$ cat config.mk
export PLATFORM = sky130hd
export DESIGN_NAME = cao_operand_addr
export DESIGN_NICKNAME = d
export VERILOG_FILES = /design/src/cao_pkg.sv /design/src/cao_mode_dec.sv /design/src/cao_ea_add.sv /design/src/cao_operand_addr.sv
export VERILOG_INCLUDE_DIRS = /design/src
export SDC_FILE = /design/constraint.sdc
export NUM_CORES = 1
export LEC_CHECK = 0
export BUFFER_PORTS_ARGS = -buffer_cell sky130_fd_sc_hd__buf_2
export CORE_MARGIN = 4
export CORE_UTILIZATION = 58
export CTS_CLUSTER_DIAMETER = 200
export DETAILED_ROUTE_END_ITERATION = 12
export PLACE_DENSITY = 0.91
export SETUP_SLACK_MARGIN = 0.15
export SLEW_MARGIN = 30
export SYNTH_ARGS = -nofsm -noshare
export SYNTH_HDL_FRONTEND = slang
export SYNTH_SLANG_ARGS = --single-unit
$ cat constraint.sdc
create_clock -name sys_clk -period 5.2 [get_ports sys_clk]
set_input_delay 1.04 -clock sys_clk [delete_from_list [all_inputs] [get_ports sys_clk]]
set_output_delay 1.04 -clock sys_clk [all_outputs]
set_load 0.01 [all_outputs]
$ cat src/cao_regs.svh
`ifndef CAO_REGS_SVH
`define CAO_REGS_SVH
// ==========================================================
// power-on values of the core registers
`define CAO_A_POR      8'h00
`define CAO_X_POR      8'h00
`define CAO_SP_POR     8'h00
`define CAO_F_POR      8'h02
`define CAO_PC_POR     16'h0000
// ==========================================================
// flag register bit positions
`define CAO_F_BANK     3'h4
`define CAO_F_SUPER    3'h3
`define CAO_F_CARRY    3'h2
`define CAO_F_ZERO     3'h1
// ==========================================================
// opcode field layout
`define CAO_OPC_MODE_HI  3'h7
`define CAO_OPC_MODE_LO  3'h4
`define CAO_OPC_SPACE    3'h3
`define CAO_OPC_RSEL_HI  3'h3
`define CAO_OPC_RSEL_LO  3'h2
`define CAO_OPC_ALU_HI   3'h1
`define CAO_OPC_ALU_LO   3'h0
// ==========================================================
// operation codes, lengths and increments
`define CAO_ALU_MOVE   2'h0
`define CAO_LEN_SHORT  2'h2
`define CAO_LEN_LONG   2'h3
`define CAO_PC_STEP    16'h0001
`define CAO_PTR_STEP   8'h01
`define CAO_MODE_LAST  4'h9
`endif

$ cat src/cao_pkg.sv
package cao_pkg;
   // ==========================================================
   // addressing modes, taken from the opcode high nibble
   typedef enum logic [3:0] {
      M_SIMM  = 4'b0000, // source immediate
      M_SDIR  = 4'b0001, // source direct
      M_SIDX  = 4'b0010, // source indexed
      M_DDIR  = 4'b0011, // destination direct
      M_DIDX  = 4'b0100, // destination indexed
      M_DDIMM = 4'b0101, // destination direct immediate
      M_DXIMM = 4'b0110, // destination indexed immediate
      M_DDD   = 4'b0111, // destination direct direct
      M_SIPI  = 4'b1000, // source indirect post increment
      M_DIPI  = 4'b1001  // destination indirect post increment
   } cao_mode_e;
   // ==========================================================
   // core register selection
   typedef enum logic [1:0] {
      R_A  = 2'b00,
      R_X  = 2'b01,
      R_F  = 2'b10,
      R_SP = 2'b11
   } cao_reg_e;
   // ==========================================================
   // sequencer states
   typedef enum logic [3:0] {
      ST_OPC  = 4'b0000, // fetch opcode
      ST_OP1  = 4'b0001, // fetch first operand
      ST_OP2  = 4'b0010, // fetch second operand
      ST_EXEC = 4'b0011, // dispatch on mode
      ST_RSRC = 4'b0100, // wait source read
      ST_RDST = 4'b0101, // wait destination read
      ST_RPTR = 4'b0110, // wait pointer read
      ST_RIND = 4'b0111, // wait indirect access
      ST_ALU  = 4'b1000, // combine and write back
      ST_WAITW = 4'b1001 // wait final write
   } cao_st_e;
   // ==========================================================
   // decoded instruction
   typedef struct packed {
      cao_mode_e  mode;
      cao_reg_e   rsel;
      logic       space;   // 1 = register space
      logic [1:0] alu_op;
      logic       is_move;
      logic [1:0] len;
      logic       indexed;
      logic       dest_mem;
      logic       legal;
   } cao_dec_s;
   // ==========================================================
   // data ram / register space request
   typedef struct packed {
      logic       req;
      logic       we;
      logic       regsp;
      logic       bank;
      logic [7:0] addr;
      logic [7:0] wdata;
   } cao_dm_s;
   // ==========================================================
   // complete sequencer state
   typedef struct packed {
      cao_st_e     st;
      logic [15:0] pc;
      logic [7:0]  opc;
      logic [7:0]  op1;
      logic [7:0]  op2;
      logic [7:0]  a;
      logic [7:0]  x;
      logic [7:0]  sp;
      logic [7:0]  f;
      logic [7:0]  ptr;
      logic [7:0]  ea;
      logic [7:0]  srcv;
      logic [7:0]  alu_a;
      logic [7:0]  alu_b;
      logic        pm_req;
      cao_dm_s     dm;
      logic        done;
      logic        bad;
   } cao_state_s;
endpackage

$ cat src/cao_mode_dec.sv
`timescale 1ns/1ps
`default_nettype none
`include "cao_regs.svh"
module cao_mode_dec (
   input  wire logic [7:0]       opc,
   output cao_pkg::cao_dec_s     dec
);
   // ==========================================================
   // opcode to mode, register, length and legality
   always_comb begin
      dec         = '0;
      dec.mode    = cao_pkg::cao_mode_e'(opc[`CAO_OPC_MODE_HI:`CAO_OPC_MODE_LO]);
      dec.alu_op  = opc[`CAO_OPC_ALU_HI:`CAO_OPC_ALU_LO];
      dec.is_move = (dec.alu_op == `CAO_ALU_MOVE);
      dec.space   = opc[`CAO_OPC_SPACE];
      dec.rsel    = cao_pkg::cao_reg_e'({1'b0, opc[`CAO_OPC_RSEL_LO]});
      dec.len     = `CAO_LEN_SHORT; // see (RULE2)
      dec.legal   = (opc[`CAO_OPC_MODE_HI:`CAO_OPC_MODE_LO] <= `CAO_MODE_LAST);
      case (dec.mode)
         cao_pkg::M_SIMM: begin
            // any of the four core registers
            dec.rsel  = cao_pkg::cao_reg_e'(opc[`CAO_OPC_RSEL_HI:`CAO_OPC_RSEL_LO]); // see (RULE1)
            dec.space = 1'b0;
         end
         cao_pkg::M_SIDX: begin
            dec.indexed = 1'b1;
         end
         cao_pkg::M_DDIR: begin
            dec.dest_mem = 1'b1;
         end
         cao_pkg::M_DIDX: begin
            dec.indexed  = 1'b1;
            dec.dest_mem = 1'b1;
            dec.rsel     = cao_pkg::R_A; // see (RULE9)
         end
         cao_pkg::M_DDIMM: begin
            dec.dest_mem = 1'b1;
            dec.len      = `CAO_LEN_LONG; // see (RULE3)
         end
         cao_pkg::M_DXIMM: begin
            dec.indexed  = 1'b1;
            dec.dest_mem = 1'b1;
            dec.len      = `CAO_LEN_LONG; // see (RULE3)
         end
         cao_pkg::M_DDD: begin
            // ram only, move only
            dec.dest_mem = 1'b1;
            dec.space    = 1'b0;
            dec.len      = `CAO_LEN_LONG; // see (RULE3)
            dec.legal    = dec.is_move; // see (RULE12)
         end
         cao_pkg::M_SIPI, cao_pkg::M_DIPI: begin
            // pointer modes only for the indirect move
            dec.space    = 1'b0;
            dec.rsel     = cao_pkg::R_A;
            dec.dest_mem = (dec.mode == cao_pkg::M_DIPI);
            dec.legal    = dec.is_move; // see (RULE16)
         end
         default: begin
            // source direct uses the defaults
         end
      endcase
   end
endmodule
`default_nettype wire

$ cat src/cao_ea_add.sv
`timescale 1ns/1ps
`default_nettype none
module cao_ea_add (
   input  wire logic [7:0] base,
   input  wire logic [7:0] index,
   input  wire logic       indexed,
   output logic      [7:0] ea
);
   // ==========================================================
   // 8-bit address sum, carry dropped, no flag effect
   always_comb begin
      ea = indexed ? 8'(base + index) : base; // see (RULE19)
   end
endmodule
`default_nettype wire

$ cat src/cao_operand_addr.sv
// Contract
// (RULE1) source immediate: operand one into selected register
// (RULE2) single operand modes are two bytes
// (RULE3) two operand modes are three bytes
// (RULE4) source direct reads ram or register space
// (RULE5) arithmetic source modes combine with register
// (RULE6) source indexed address is operand plus index
// (RULE7) destination direct writes memory, register unchanged
// (RULE8) arithmetic destination reads location first
// (RULE9) destination indexed: operand plus index, accumulator
// (RULE10) direct immediate: address, then immediate value
// (RULE11) indexed immediate: operand plus index, immediate
// (RULE12) direct direct copies ram, move only
// (RULE13) source indirect loads pointed byte into accumulator
// (RULE14) indirect modes increment stored pointer afterward
// (RULE15) destination indirect stores accumulator via pointer
// (RULE16) indirect modes only for indirect move
// (RULE17) bank bit selects register space bank
// (RULE18) fetch opcode then operands, pc advances
// (RULE19) indexed sum wraps, flags untouched
`timescale 1ns/1ps
`default_nettype none
`include "cao_regs.svh"
module cao_operand_addr (
   input  wire logic         sys_clk,
   input  wire logic         sys_rst,
   input  wire logic         run,
   output logic              pm_req,
   output logic      [15:0]  pm_addr,
   input  wire logic         pm_ack,
   input  wire logic [7:0]   pm_rdata,
   output cao_pkg::cao_dm_s  dm,
   input  wire logic         dm_ack,
   input  wire logic [7:0]   dm_rdata,
   output logic      [1:0]   alu_op,
   output logic      [7:0]   alu_a,
   output logic      [7:0]   alu_b,
   input  wire logic [7:0]   alu_y,
   input  wire logic         alu_carry,
   input  wire logic         alu_zero,
   output logic      [7:0]   reg_a,
   output logic      [7:0]   reg_x,
   output logic      [7:0]   reg_sp,
   output logic      [7:0]   reg_f,
   output logic      [15:0]  pc,
   output logic              instr_done,
   output logic              illegal_op
);
   // ==========================================================
   // state and helpers
   cao_pkg::cao_state_s s_ff;       // registered state
   cao_pkg::cao_state_s nxt_s;      // next state
   cao_pkg::cao_dec_s   dec;        // decoded opcode
   logic [7:0]          ea_w;       // formed address
   logic [7:0]          res;        // combined result

   // ==========================================================
   // decode of the held opcode
   cao_mode_dec u_dec (
      .opc (s_ff.opc),
      .dec (dec)
   );

   // ==========================================================
   // effective address from operand one and index
   cao_ea_add u_ea (
      .base    (s_ff.op1),
      .index   (s_ff.x),
      .indexed (dec.indexed),
      .ea      (ea_w)
   );

   // ==========================================================
   // move passes the source, otherwise the alu answer
   assign res = dec.is_move ? s_ff.alu_a : alu_y;

   // ==========================================================
   // read a core register by selection
   function automatic logic [7:0] reg_rd(
      input cao_pkg::cao_state_s s,
      input cao_pkg::cao_reg_e   r
   );
      case (r)
         cao_pkg::R_A:  reg_rd = s.a;
         cao_pkg::R_X:  reg_rd = s.x;
         cao_pkg::R_F:  reg_rd = s.f;
         cao_pkg::R_SP: reg_rd = s.sp;
         default:       reg_rd = s.a;
      endcase
   endfunction

   // ==========================================================
   // build a memory request; bank comes from the flag register
   function automatic cao_pkg::cao_dm_s mem_acc(
      input logic       we,
      input logic       regsp,
      input logic [7:0] addr,
      input logic [7:0] wdata,
      input logic [7:0] f
   );
      mem_acc.req   = 1'b1;
      mem_acc.we    = we;
      mem_acc.regsp = regsp;
      mem_acc.bank  = f[`CAO_F_BANK]; // see (RULE17)
      mem_acc.addr  = addr;
      mem_acc.wdata = wdata;
   endfunction

   // ==========================================================
   // sequencer next state
   always_comb begin
      nxt_s      = s_ff;
      nxt_s.done = 1'b0;
      nxt_s.bad  = 1'b0;
      case (s_ff.st)
         cao_pkg::ST_OPC: begin
            // opcode byte comes first
            if (s_ff.pm_req && pm_ack) begin
               nxt_s.pm_req = 1'b0;
               nxt_s.opc    = pm_rdata;
               nxt_s.pc     = s_ff.pc + `CAO_PC_STEP; // see (RULE18)
               nxt_s.st     = cao_pkg::ST_OP1;
            end else if (run && !s_ff.pm_req) begin
               nxt_s.pm_req = 1'b1;
            end
         end
         cao_pkg::ST_OP1: begin
            // first operand byte
            if (s_ff.pm_req && pm_ack) begin
               nxt_s.pm_req = 1'b0;
               nxt_s.op1    = pm_rdata;
               nxt_s.pc     = s_ff.pc + `CAO_PC_STEP; // see (RULE18)
               if (dec.len == `CAO_LEN_LONG) begin
                  nxt_s.st = cao_pkg::ST_OP2; // see (RULE3)
               end else begin
                  nxt_s.st = cao_pkg::ST_EXEC; // see (RULE2)
               end
            end else if (!s_ff.pm_req) begin
               nxt_s.pm_req = 1'b1;
            end
         end
         cao_pkg::ST_OP2: begin
            // second operand byte
            if (s_ff.pm_req && pm_ack) begin
               nxt_s.pm_req = 1'b0;
               nxt_s.op2    = pm_rdata;
               nxt_s.pc     = s_ff.pc + `CAO_PC_STEP; // see (RULE18)
               nxt_s.st     = cao_pkg::ST_EXEC;
            end else if (!s_ff.pm_req) begin
               nxt_s.pm_req = 1'b1;
            end
         end
         cao_pkg::ST_EXEC: begin
            nxt_s.ea = ea_w;
            if (!dec.legal) begin
               // unsupported mode or combination is dropped
               nxt_s.bad = 1'b1;
               nxt_s.st  = cao_pkg::ST_OPC;
            end else begin
               case (dec.mode)
                  cao_pkg::M_SIMM: begin
                     // immediate source, register second operand
                     nxt_s.alu_a = s_ff.op1; // see (RULE1)
                     nxt_s.alu_b = reg_rd(s_ff, dec.rsel);
                     nxt_s.st    = cao_pkg::ST_ALU;
                  end
                  cao_pkg::M_SDIR, cao_pkg::M_SIDX: begin
                     // read the source location
                     nxt_s.dm = mem_acc(1'b0, dec.space, ea_w, 8'h00, s_ff.f); // see (RULE4) (RULE6)
                     nxt_s.st = cao_pkg::ST_RSRC;
                  end
                  cao_pkg::M_DDIR, cao_pkg::M_DIDX,
                  cao_pkg::M_DDIMM, cao_pkg::M_DXIMM: begin
                     // source is a register or operand two
                     if (dec.mode == cao_pkg::M_DDIMM || dec.mode == cao_pkg::M_DXIMM) begin
                        nxt_s.srcv = s_ff.op2; // see (RULE10) (RULE11)
                     end else begin
                        nxt_s.srcv = reg_rd(s_ff, dec.rsel); // see (RULE7) (RULE9)
                     end
                     if (dec.is_move) begin
                        nxt_s.alu_a = nxt_s.srcv;
                        nxt_s.st    = cao_pkg::ST_ALU;
                     end else begin
                        // fetch old destination as second operand
                        nxt_s.dm = mem_acc(1'b0, dec.space, ea_w, 8'h00, s_ff.f); // see (RULE8)
                        nxt_s.st = cao_pkg::ST_RDST;
                     end
                  end
                  cao_pkg::M_DDD: begin
                     // ram source at operand two
                     nxt_s.dm = mem_acc(1'b0, 1'b0, s_ff.op2, 8'h00, s_ff.f); // see (RULE12)
                     nxt_s.st = cao_pkg::ST_RSRC;
                  end
                  cao_pkg::M_SIPI, cao_pkg::M_DIPI: begin
                     // read the stored pointer
                     nxt_s.dm = mem_acc(1'b0, 1'b0, s_ff.op1, 8'h00, s_ff.f); // see (RULE13) (RULE15)
                     nxt_s.st = cao_pkg::ST_RPTR;
                  end
                  default: begin
                     nxt_s.bad = 1'b1;
                     nxt_s.st  = cao_pkg::ST_OPC;
                  end
               endcase
            end
         end
         cao_pkg::ST_RSRC: begin
            // source byte arrives; register is second operand
            if (dm_ack) begin
               nxt_s.dm.req = 1'b0;
               nxt_s.alu_a  = dm_rdata;
               nxt_s.alu_b  = reg_rd(s_ff, dec.rsel); // see (RULE5)
               nxt_s.st     = cao_pkg::ST_ALU;
            end
         end
         cao_pkg::ST_RDST: begin
            // old destination value arrives
            if (dm_ack) begin
               nxt_s.dm.req = 1'b0;
               nxt_s.alu_a  = s_ff.srcv;
               nxt_s.alu_b  = dm_rdata; // see (RULE8)
               nxt_s.st     = cao_pkg::ST_ALU;
            end
         end
         cao_pkg::ST_ALU: begin
            // flags follow arithmetic only
            if (!dec.is_move) begin
               nxt_s.f[`CAO_F_CARRY] = alu_carry;
               nxt_s.f[`CAO_F_ZERO]  = alu_zero;
            end
            if (dec.dest_mem) begin
               // memory destination, source register kept
               nxt_s.dm = mem_acc(1'b1, dec.space, s_ff.ea, res, s_ff.f); // see (RULE7)
               nxt_s.st = cao_pkg::ST_WAITW;
            end else begin
               case (dec.rsel)
                  cao_pkg::R_A: nxt_s.a = res; // see (RULE5)
                  cao_pkg::R_X: nxt_s.x = res;
                  cao_pkg::R_F: begin
                     // supervisory bit is read-only
                     nxt_s.f = res;
                     nxt_s.f[`CAO_F_SUPER] = s_ff.f[`CAO_F_SUPER];
                  end
                  cao_pkg::R_SP: nxt_s.sp = res;
                  default: nxt_s.a = res;
               endcase
               nxt_s.done = 1'b1;
               nxt_s.st   = cao_pkg::ST_OPC;
            end
         end
         cao_pkg::ST_RPTR: begin
            // pointer arrives; use it for the data access
            if (dm_ack) begin
               nxt_s.ptr = dm_rdata;
               if (dec.mode == cao_pkg::M_SIPI) begin
                  nxt_s.dm = mem_acc(1'b0, 1'b0, dm_rdata, 8'h00, s_ff.f); // see (RULE13)
               end else begin
                  nxt_s.dm = mem_acc(1'b1, 1'b0, dm_rdata, s_ff.a, s_ff.f); // see (RULE15)
               end
               nxt_s.st = cao_pkg::ST_RIND;
            end
         end
         cao_pkg::ST_RIND: begin
            // data moved; now write pointer plus one back
            if (dm_ack) begin
               if (dec.mode == cao_pkg::M_SIPI) begin
                  nxt_s.a = dm_rdata; // see (RULE13)
               end
               nxt_s.dm = mem_acc(1'b1, 1'b0, s_ff.op1,
                                  8'(s_ff.ptr + `CAO_PTR_STEP), s_ff.f); // see (RULE14)
               nxt_s.st = cao_pkg::ST_WAITW;
            end
         end
         cao_pkg::ST_WAITW: begin
            // last write accepted ends the instruction
            if (dm_ack) begin
               nxt_s.dm.req = 1'b0;
               nxt_s.done   = 1'b1;
               nxt_s.st     = cao_pkg::ST_OPC;
            end
         end
         default: begin
            nxt_s.st = cao_pkg::ST_OPC;
         end
      endcase
   end

   // ==========================================================
   // state register with power-on values
   always_ff @(posedge sys_clk or posedge sys_rst) begin
      if (sys_rst) begin
         s_ff    <= '0;
         s_ff.st <= cao_pkg::ST_OPC;
         s_ff.pc <= `CAO_PC_POR;
         s_ff.a  <= `CAO_A_POR;
         s_ff.x  <= `CAO_X_POR;
         s_ff.sp <= `CAO_SP_POR;
         s_ff.f  <= `CAO_F_POR;
      end else begin
         s_ff <= nxt_s;
      end
   end

   // ==========================================================
   // outputs straight from the state register, alu_op through the decoder
   assign pm_req     = s_ff.pm_req;
   assign pm_addr    = s_ff.pc;
   assign dm         = s_ff.dm;
   assign alu_op     = dec.alu_op;
   assign alu_a      = s_ff.alu_a;
   assign alu_b      = s_ff.alu_b;
   assign reg_a      = s_ff.a;
   assign reg_x      = s_ff.x;
   assign reg_sp     = s_ff.sp;
   assign reg_f      = s_ff.f;
   assign pc         = s_ff.pc;
   assign instr_done = s_ff.done;
   assign illegal_op = s_ff.bad;
endmodule
`default_nettype wire

Word level (Yosys, flattened, before mapping)
Cells that the tools add are included.

word-level totals
  flip-flop bits (word level) = 138
  latch bits = 0
  memory bits (writable) = 0
  ROM bits = 0
  output and inout bits = 105
  memories kept = 0

operators by class
  add/subtract/negate cells = 3
  $mul = 0
  div/mod/pow operators = 0
  order comparisons = 1
  equal/unequal tests = 43
  shift-type cells = 0
  muxes and demuxes = 60
  bitwise operators = 1
  reductions and logical operators = 44

operators by type and width
  operator                 number
  $mux W20                 7
  $pmux W16 S3             2
  $mux W8                  11
  $pmux W20 S4             1
  $pmux W19 S4             1
  $mux W16                 3
  $pmux W4 S9              1
  $eq A4 B3 Y1 const B     8
  $mux W32                 1
  $pmux W8 S2              2
  $pmux W8 S4              1
  $mux W28                 1
  $mux W4                  7
  $ne A2 B2 Y1 const B     12
  $mux W19                 1
  $reduce_or A3 Y1         6
  $add A16 B1 Y16 const B  1
  $eq A4 B2 Y1 const B     4
  $eq A4 B4 Y1 const B     4
  $pmux W4 S4              1
  $mux W1                  14
  $reduce_and A7 Y1        2
  $reduce_and A3 Y1        4
  $reduce_and A2 Y1        5
  other kinds (32)         52

Logic depth before layout (Yosys ltp)
  word-level depth = 10
  depth in mapped cells = 10

Cells and area by module
A second synthesis with hierarchy kept.

second synthesis, totals
  cell total of the unflattened synthesis = 864
  area, all modules = 8,531.9 um^2

modules (own cells, without submodules)
  module            times used  cells each  area each (um^2)
  cao_operand_addr  1           779         7,891.3
  cao_ea_add        1           57          445.4
  cao_mode_dec      1           28          195.2

Worst setup path after synthesis
OpenSTA, ideal clock, no wires.

  kind = in2reg
  start = input port pm_ack
  end = register pc[15] (netlist name)
  library setup time = 0.123 ns
  arrival = 2.239 ns
  path slack = 2.839 ns
  stages on the path = 6
  cells stage by stage = nand4bb_1 a21oi_1 nand4_1 nor2_1 nand3_1 xnor2_1

between the ends
  cells in the longest elaborated chain, start to end = 3

ends and longest elaborated chain
  item                             line                                                                       RTL
  start, declared                  cao_operand_addr.sv:30                                                     input wire logic pm_ack,
  $logic_and A1 B1 Y1 (*)          cao_operand_addr.sv:118, cao_operand_addr.sv:129, cao_operand_addr.sv:144
  $ne A2 B2 Y1 (no line)           -
  $reduce_and A4 Y1 (no line) (*)  -

Every way passes the cells marked *; elsewhere a longest branch is shown, timed or not.
A chain may end at the register's enable or synchronous reset.

Final worst setup path
  start = register s_ff[136] in the netlist's numbering
  end = register s_ff (netlist bit dm[16])

between the ends
  cells in the longest elaborated chain, start to end = 3

ends and longest elaborated chain
  item                                            line                     RTL
  start, declared                                 cao_operand_addr.sv:51   cao_pkg::cao_state_s s_ff;
  start signal, assigned                          cao_operand_addr.sv:299  s_ff <= nxt_s;
  $eq A4 B2 Y1 (tied with other cells)            cao_operand_addr.sv:115  case (s_ff.st)
  $ne A5 B1 Y1 (no line) (tied with other cells)  -
  $reduce_and A7 Y1 (no line)                     -

Parallel ways exist; a longest one is shown, timed or not.

==> results.txt <==
----------------------------------------------------
[Run status]
  Result of the run ... finished, final reports clean

[Critical path]
  CP max-delay cell ... sky130_fd_sc_hd__nand4bb_1
  Worst r2r src ... s_ff[136]
  Register-to-Register Setup Slack ... 1.89 ns
  Nature of the critical path endpoint ... flip-flop
  Worst flop-to-flop path endpoint ... dm[16]
  Reg2Reg Depth ... 5
  Largest fanout on the critical path ... 22
  Delay-heaviest family, CP ... simple AND/OR/NAND/NOR gates
  Critical path launch point type ... flip-flop
  Worst endpoint data arrival time ... 3.61 ns
  Crit path kind ... flip-flop to flip-flop
  Crit-path cells ... nand4bb_1, a31oi_1, o41ai_1, nand3_1, mux2_2
  CP required ... approximately 5.5 ns
  Biggest cell delay along the critical path ... around 0.80 ns
  Critical path buffer and inverter count ... 0

[STA]
  Count of final hold-check violations ... 0
  Transition time at the pin with the least slew margin ... approximately 0.9 ns
  Portion of the clock cycle consumed by the worst path in the final layout ... ~64%
  RSZ-0062 raised after global routing ... no
  Setup violation total in the final timing report ... 0
  Worst clock skew on the final layout ... approximately 0.0091 ns
  Worst slew margin relative to its limit ... around two fifths
  Highest clock frequency the design can meet ... between 0.3 and 0.4 GHz
  Fin crit period ... between 3 and 4 ns
  TNS Setup ... 0 ns
  Final worst hold slack ... 0.4710 ns
  Number of slew-limit violations in the final report ... 0

[Pwr]
  Static power due to leakage ... around 0.0041 µW
  Power Dens Cells ... between 600 and 700 nW/µm²
  Worst ir drop on vdd ... roughly 0.35 mV

[Route]
  Router iterations before antenna repair ... 7
  Antenna Nets Post-Route ... 0
  Total wire length ... around 23,000 µm
  Post-detailed-route via-to-cell ratio ... about 6.4
  Via count ... 7,110
  First DRT Iteration DRCs ... roughly 1,100
  Remaining routing DRC violations ... 0
  Wire length per cell after detailed routing ... approximately 21 µm

[Final layout]
  Synth-to-layout area growth ... 6.343%
  Number of diodes ... 0
  Post-route design area ... approximately 9000 µm²
  Final Net Count ... 951
  Post-layout util ... 63.79%
  Share of layout cells above drive strength 1 ... roughly a quarter
  Fill cell count ... 1,117

[Synth]
  Total nets after synthesis ... 941
  Fraction of synthesized cell area taken by the top area cell type ... a little over 40%
  Library cell with the largest summed area after synthesis ... sky130_fd_sc_hd__dfrtp_1
  Flop and latch count out of synthesis ... around 140
  Yosys warning count ... 0
  Synthesized area per cell ... a little over 9 µm²
  Largest cells by area after synthesis ... sky130_fd_sc_hd__dfrtp_1 (41%), sky130_fd_sc_hd__buf_4 (9.3%), sky130_fd_sc_hd__mux2_2 (5.5%), sky130_fd_sc_hd__a21oi_1 (4.5%), sky130_fd_sc_hd__nand2_1 (3.8%)
  Sequential share of the synthesized area ... around two fifths
  Number of enable-type register cells in the synthesized netlist ... 0
  Post-Synthesis Cells ... 900
  Cell Area, Synth ... ~8400 µm²
  Async set-reset flop share out of synthesis ... 100.0%
  Number of distinct library cells after synthesis ... 76
  Most common flop cell mapped by yosys ... sky130_fd_sc_hd__dfrtp_1

[Global routing]
  Wire length of the first global-routing pass ... roughly 37,000 µm
  Number of antenna violations at the first check in global routing ... 0
  Sum of overflow across all layers after global routing ... 0
  Via count of the first global-routing pass ... between 6,000 and 7,000
  Global router's overall resource usage ... between 20 and 30%
  Pin count of the biggest net entering global routing ... 103

[Flow run]
  Number of max-cap violations ... 0

[CTS]
  TritonCTS Buffers ... 17
  Clock-pin transition on the worst setup and hold timing paths ... 0.06 ns
  Post-CTS Setup Inserts ... 0
  Largest buffer count on any clock path ... 2
  CTS hold repair buffers ... 0
  TritonCTS clock tree ... built
  CTS sink cnt ... between 100 and 150
  Resized cells post-CTS ... 0
  Insertion delay to the later sink of the worst-skew pair ... around 0.43 ns
  Cell at the root of the clock tree ... sky130_fd_sc_hd__clkbuf_16
  Number of H-tree branching levels ... 4

[Floorplanning]
  Chip height ... 128.5 µm
  Effective utilization at floorplan ... between 50% and 60%
  I/O pin total ... approximately 140
  Standard-cell rows ... between 40 and 50
  Std-Cell Core Area ... 14,040 µm²
  Total die area ... roughly 17,000 µm²
  Die Width ... ~130 µm

[Place]
  Last weighted congestion value of the routability-driven placer ... between 1 and 1.5
  Half-perimeter wire length after detailed placement ... roughly 17,000 µm
  Area post-placement ... about 8400 µm²
  Number of I/O port buffers ... around 130

[Worst hold path]
  Worst hold path startpoint ... dm[4]
  End point of the worst hold path ... dm[4]
  Hold Path Class ... flip-flop to flip-flop
  Worst hold stages ... 2

----------------------------------------------------
## how the worst max path moves through the flow
stage / from / end / slack (ns) / depth (start not counted)
after floorplan: sys_rst / alu_a[0] / 0.47 / 1
after global placement: s_ff[136] / dm[16] / 2.15 / 5
after detailed placement: s_ff[136] / dm[16] / 2.01 / 5
after CTS: s_ff[136] / dm[16] / 1.98 / 5
after global routing: s_ff[138] / dm[8] / 1.68 / 5
final: s_ff[136] / dm[16] / 1.89 / 5
## sequential cells by signal, indices dropped and copies added, names as in the netlist
name        cells
reg_x           8
reg_sp          8
alu_b           8
s_ff           52
dm             20
illegal_op      1
reg_f           7
pm_req          1
instr_done      1
pc             16
alu_a           8
reg_a           8
## worst min-delay path: cells and delay by family (launching register included)
| kind | cells | cell delay, ns |
|---|---|---|
| DFF | 1 | 0.33 |
| and+or+nand+nor | 1 | 0.04 |
| AOI/OAI and AO/OA | 1 | 0.06 |
## routing by layer
layer / vias up / wire length, µm / global-route usage [%] / part of all wire (%)
met5: - / 0 / 0 / 0
met1: 3379 / 9183 / 39.16 / 39
met2: 486 / 10470 / 43.67 / 45
li1: 3146 / - / - / -
met4: 0 / 1056 / 14.02 / 4.5
met3: 99 / 2635 / 6.683 / 11
## cell type report
class / instances / area, µm² / area share [%]
clock buffers: 18 / 439.2 / 4.903
clock inverters: 14 / 145.1 / 1.620
inverters: 10 / 45.04 / 0.5029
multi-input cells: 601 / 3918 / 43.74
flip-flops and latches: 138 / 3455 / 38.57
well taps: 180 / 225.2 / 2.514
repair buffers: 142 / 730.7 / 8.158
## cells in the mapped netlist (all sizes together), types with 10 or more instances
library cell	instances
dfrtp	137
buf	129
nand2	87
a21oi	82
o21ai	70
nor2	58
mux2	42
mux2i	31
clkbuf	22
nor3	20
o221ai	17
xnor2	16
and3	15
nor2b	15
nand3	12
inv	10
nand4	10
## report_power, final
group | internal, µW | switching (µW) | leakage, µW | total [µW]
clock network | 718 | 480 | 0.000279 | 1200
logic | 1160 | 1700 | 0.00218 | 2860
registers | 1480 | 581 | 0.00165 | 2060
## cells by family (layout without fill, tap and decap cells)
kind of cell               after synthesis  count (layout)  share of synthesized area (%)
xor gates and xnor gates                24              24                          2.496
adders and majority gates               10              10                          1.575
muxes                                   73              73                          9.299
AOI/OAI and AO/OA                      238             238                          17.88
DFF                                    138             138                          41.01
and+or+nand+nor                        255             255                          15.09
other                                    1               1                        0.04452
buffers and inverters                  161             184                          12.60
## metrics by stage
step           total power (µW)  worst slack [ns]  cells
2_1_floorplan              4206            0.4655    900
3_3_place_gp               4709             2.152   1071
3_5_place_dp               4791             2.015   1071
4_1_cts                    6029             1.985   1103
5_1_grt                    6466             1.681   1103
6_report                   6113             1.892   1103
## cells in the final DEF, fill, tap and decap left out, types with 4 or more instances in the layout
cell type                    synthesis  final
sky130_fd_sc_hd__a21oi_2             6      6
sky130_fd_sc_hd__nand2b_1            9      9
sky130_fd_sc_hd__a221oi_1            9      9
sky130_fd_sc_hd__mux2_2             41     41
sky130_fd_sc_hd__a211oi_1            7      7
sky130_fd_sc_hd__xnor2_1            16     16
sky130_fd_sc_hd__xor2_1              8      8
sky130_fd_sc_hd__and2_1              4      4
sky130_fd_sc_hd__a21oi_1            76     76
sky130_fd_sc_hd__clkinv_2            0      4
sky130_fd_sc_hd__o22ai_1             5      5
sky130_fd_sc_hd__clkbuf_16           0     17
sky130_fd_sc_hd__a31oi_1             6      6
sky130_fd_sc_hd__o21ai_0            61     61
sky130_fd_sc_hd__buf_4             104      8
sky130_fd_sc_hd__nand2_1            86     86
sky130_fd_sc_hd__nor2b_1            15     15
sky130_fd_sc_hd__mux2i_1            31     31
sky130_fd_sc_hd__nand3_1            12     12
sky130_fd_sc_hd__clkinvlp_4          0      4
sky130_fd_sc_hd__o21ai_1             8      7
sky130_fd_sc_hd__nand4_1            10     10
sky130_fd_sc_hd__nor2_1             58     58
sky130_fd_sc_hd__inv_1              10      9
sky130_fd_sc_hd__ha_1                9      9
sky130_fd_sc_hd__a21o_1              5      5
sky130_fd_sc_hd__and3_1             15     15
sky130_fd_sc_hd__dfrtp_1           137    137
sky130_fd_sc_hd__o221ai_1           16     16
sky130_fd_sc_hd__buf_2              16    134
sky130_fd_sc_hd__nor3_1             18     18
sky130_fd_sc_hd__o31ai_1             4      4
No activity file was read; power rests on OpenSTA's default activity.
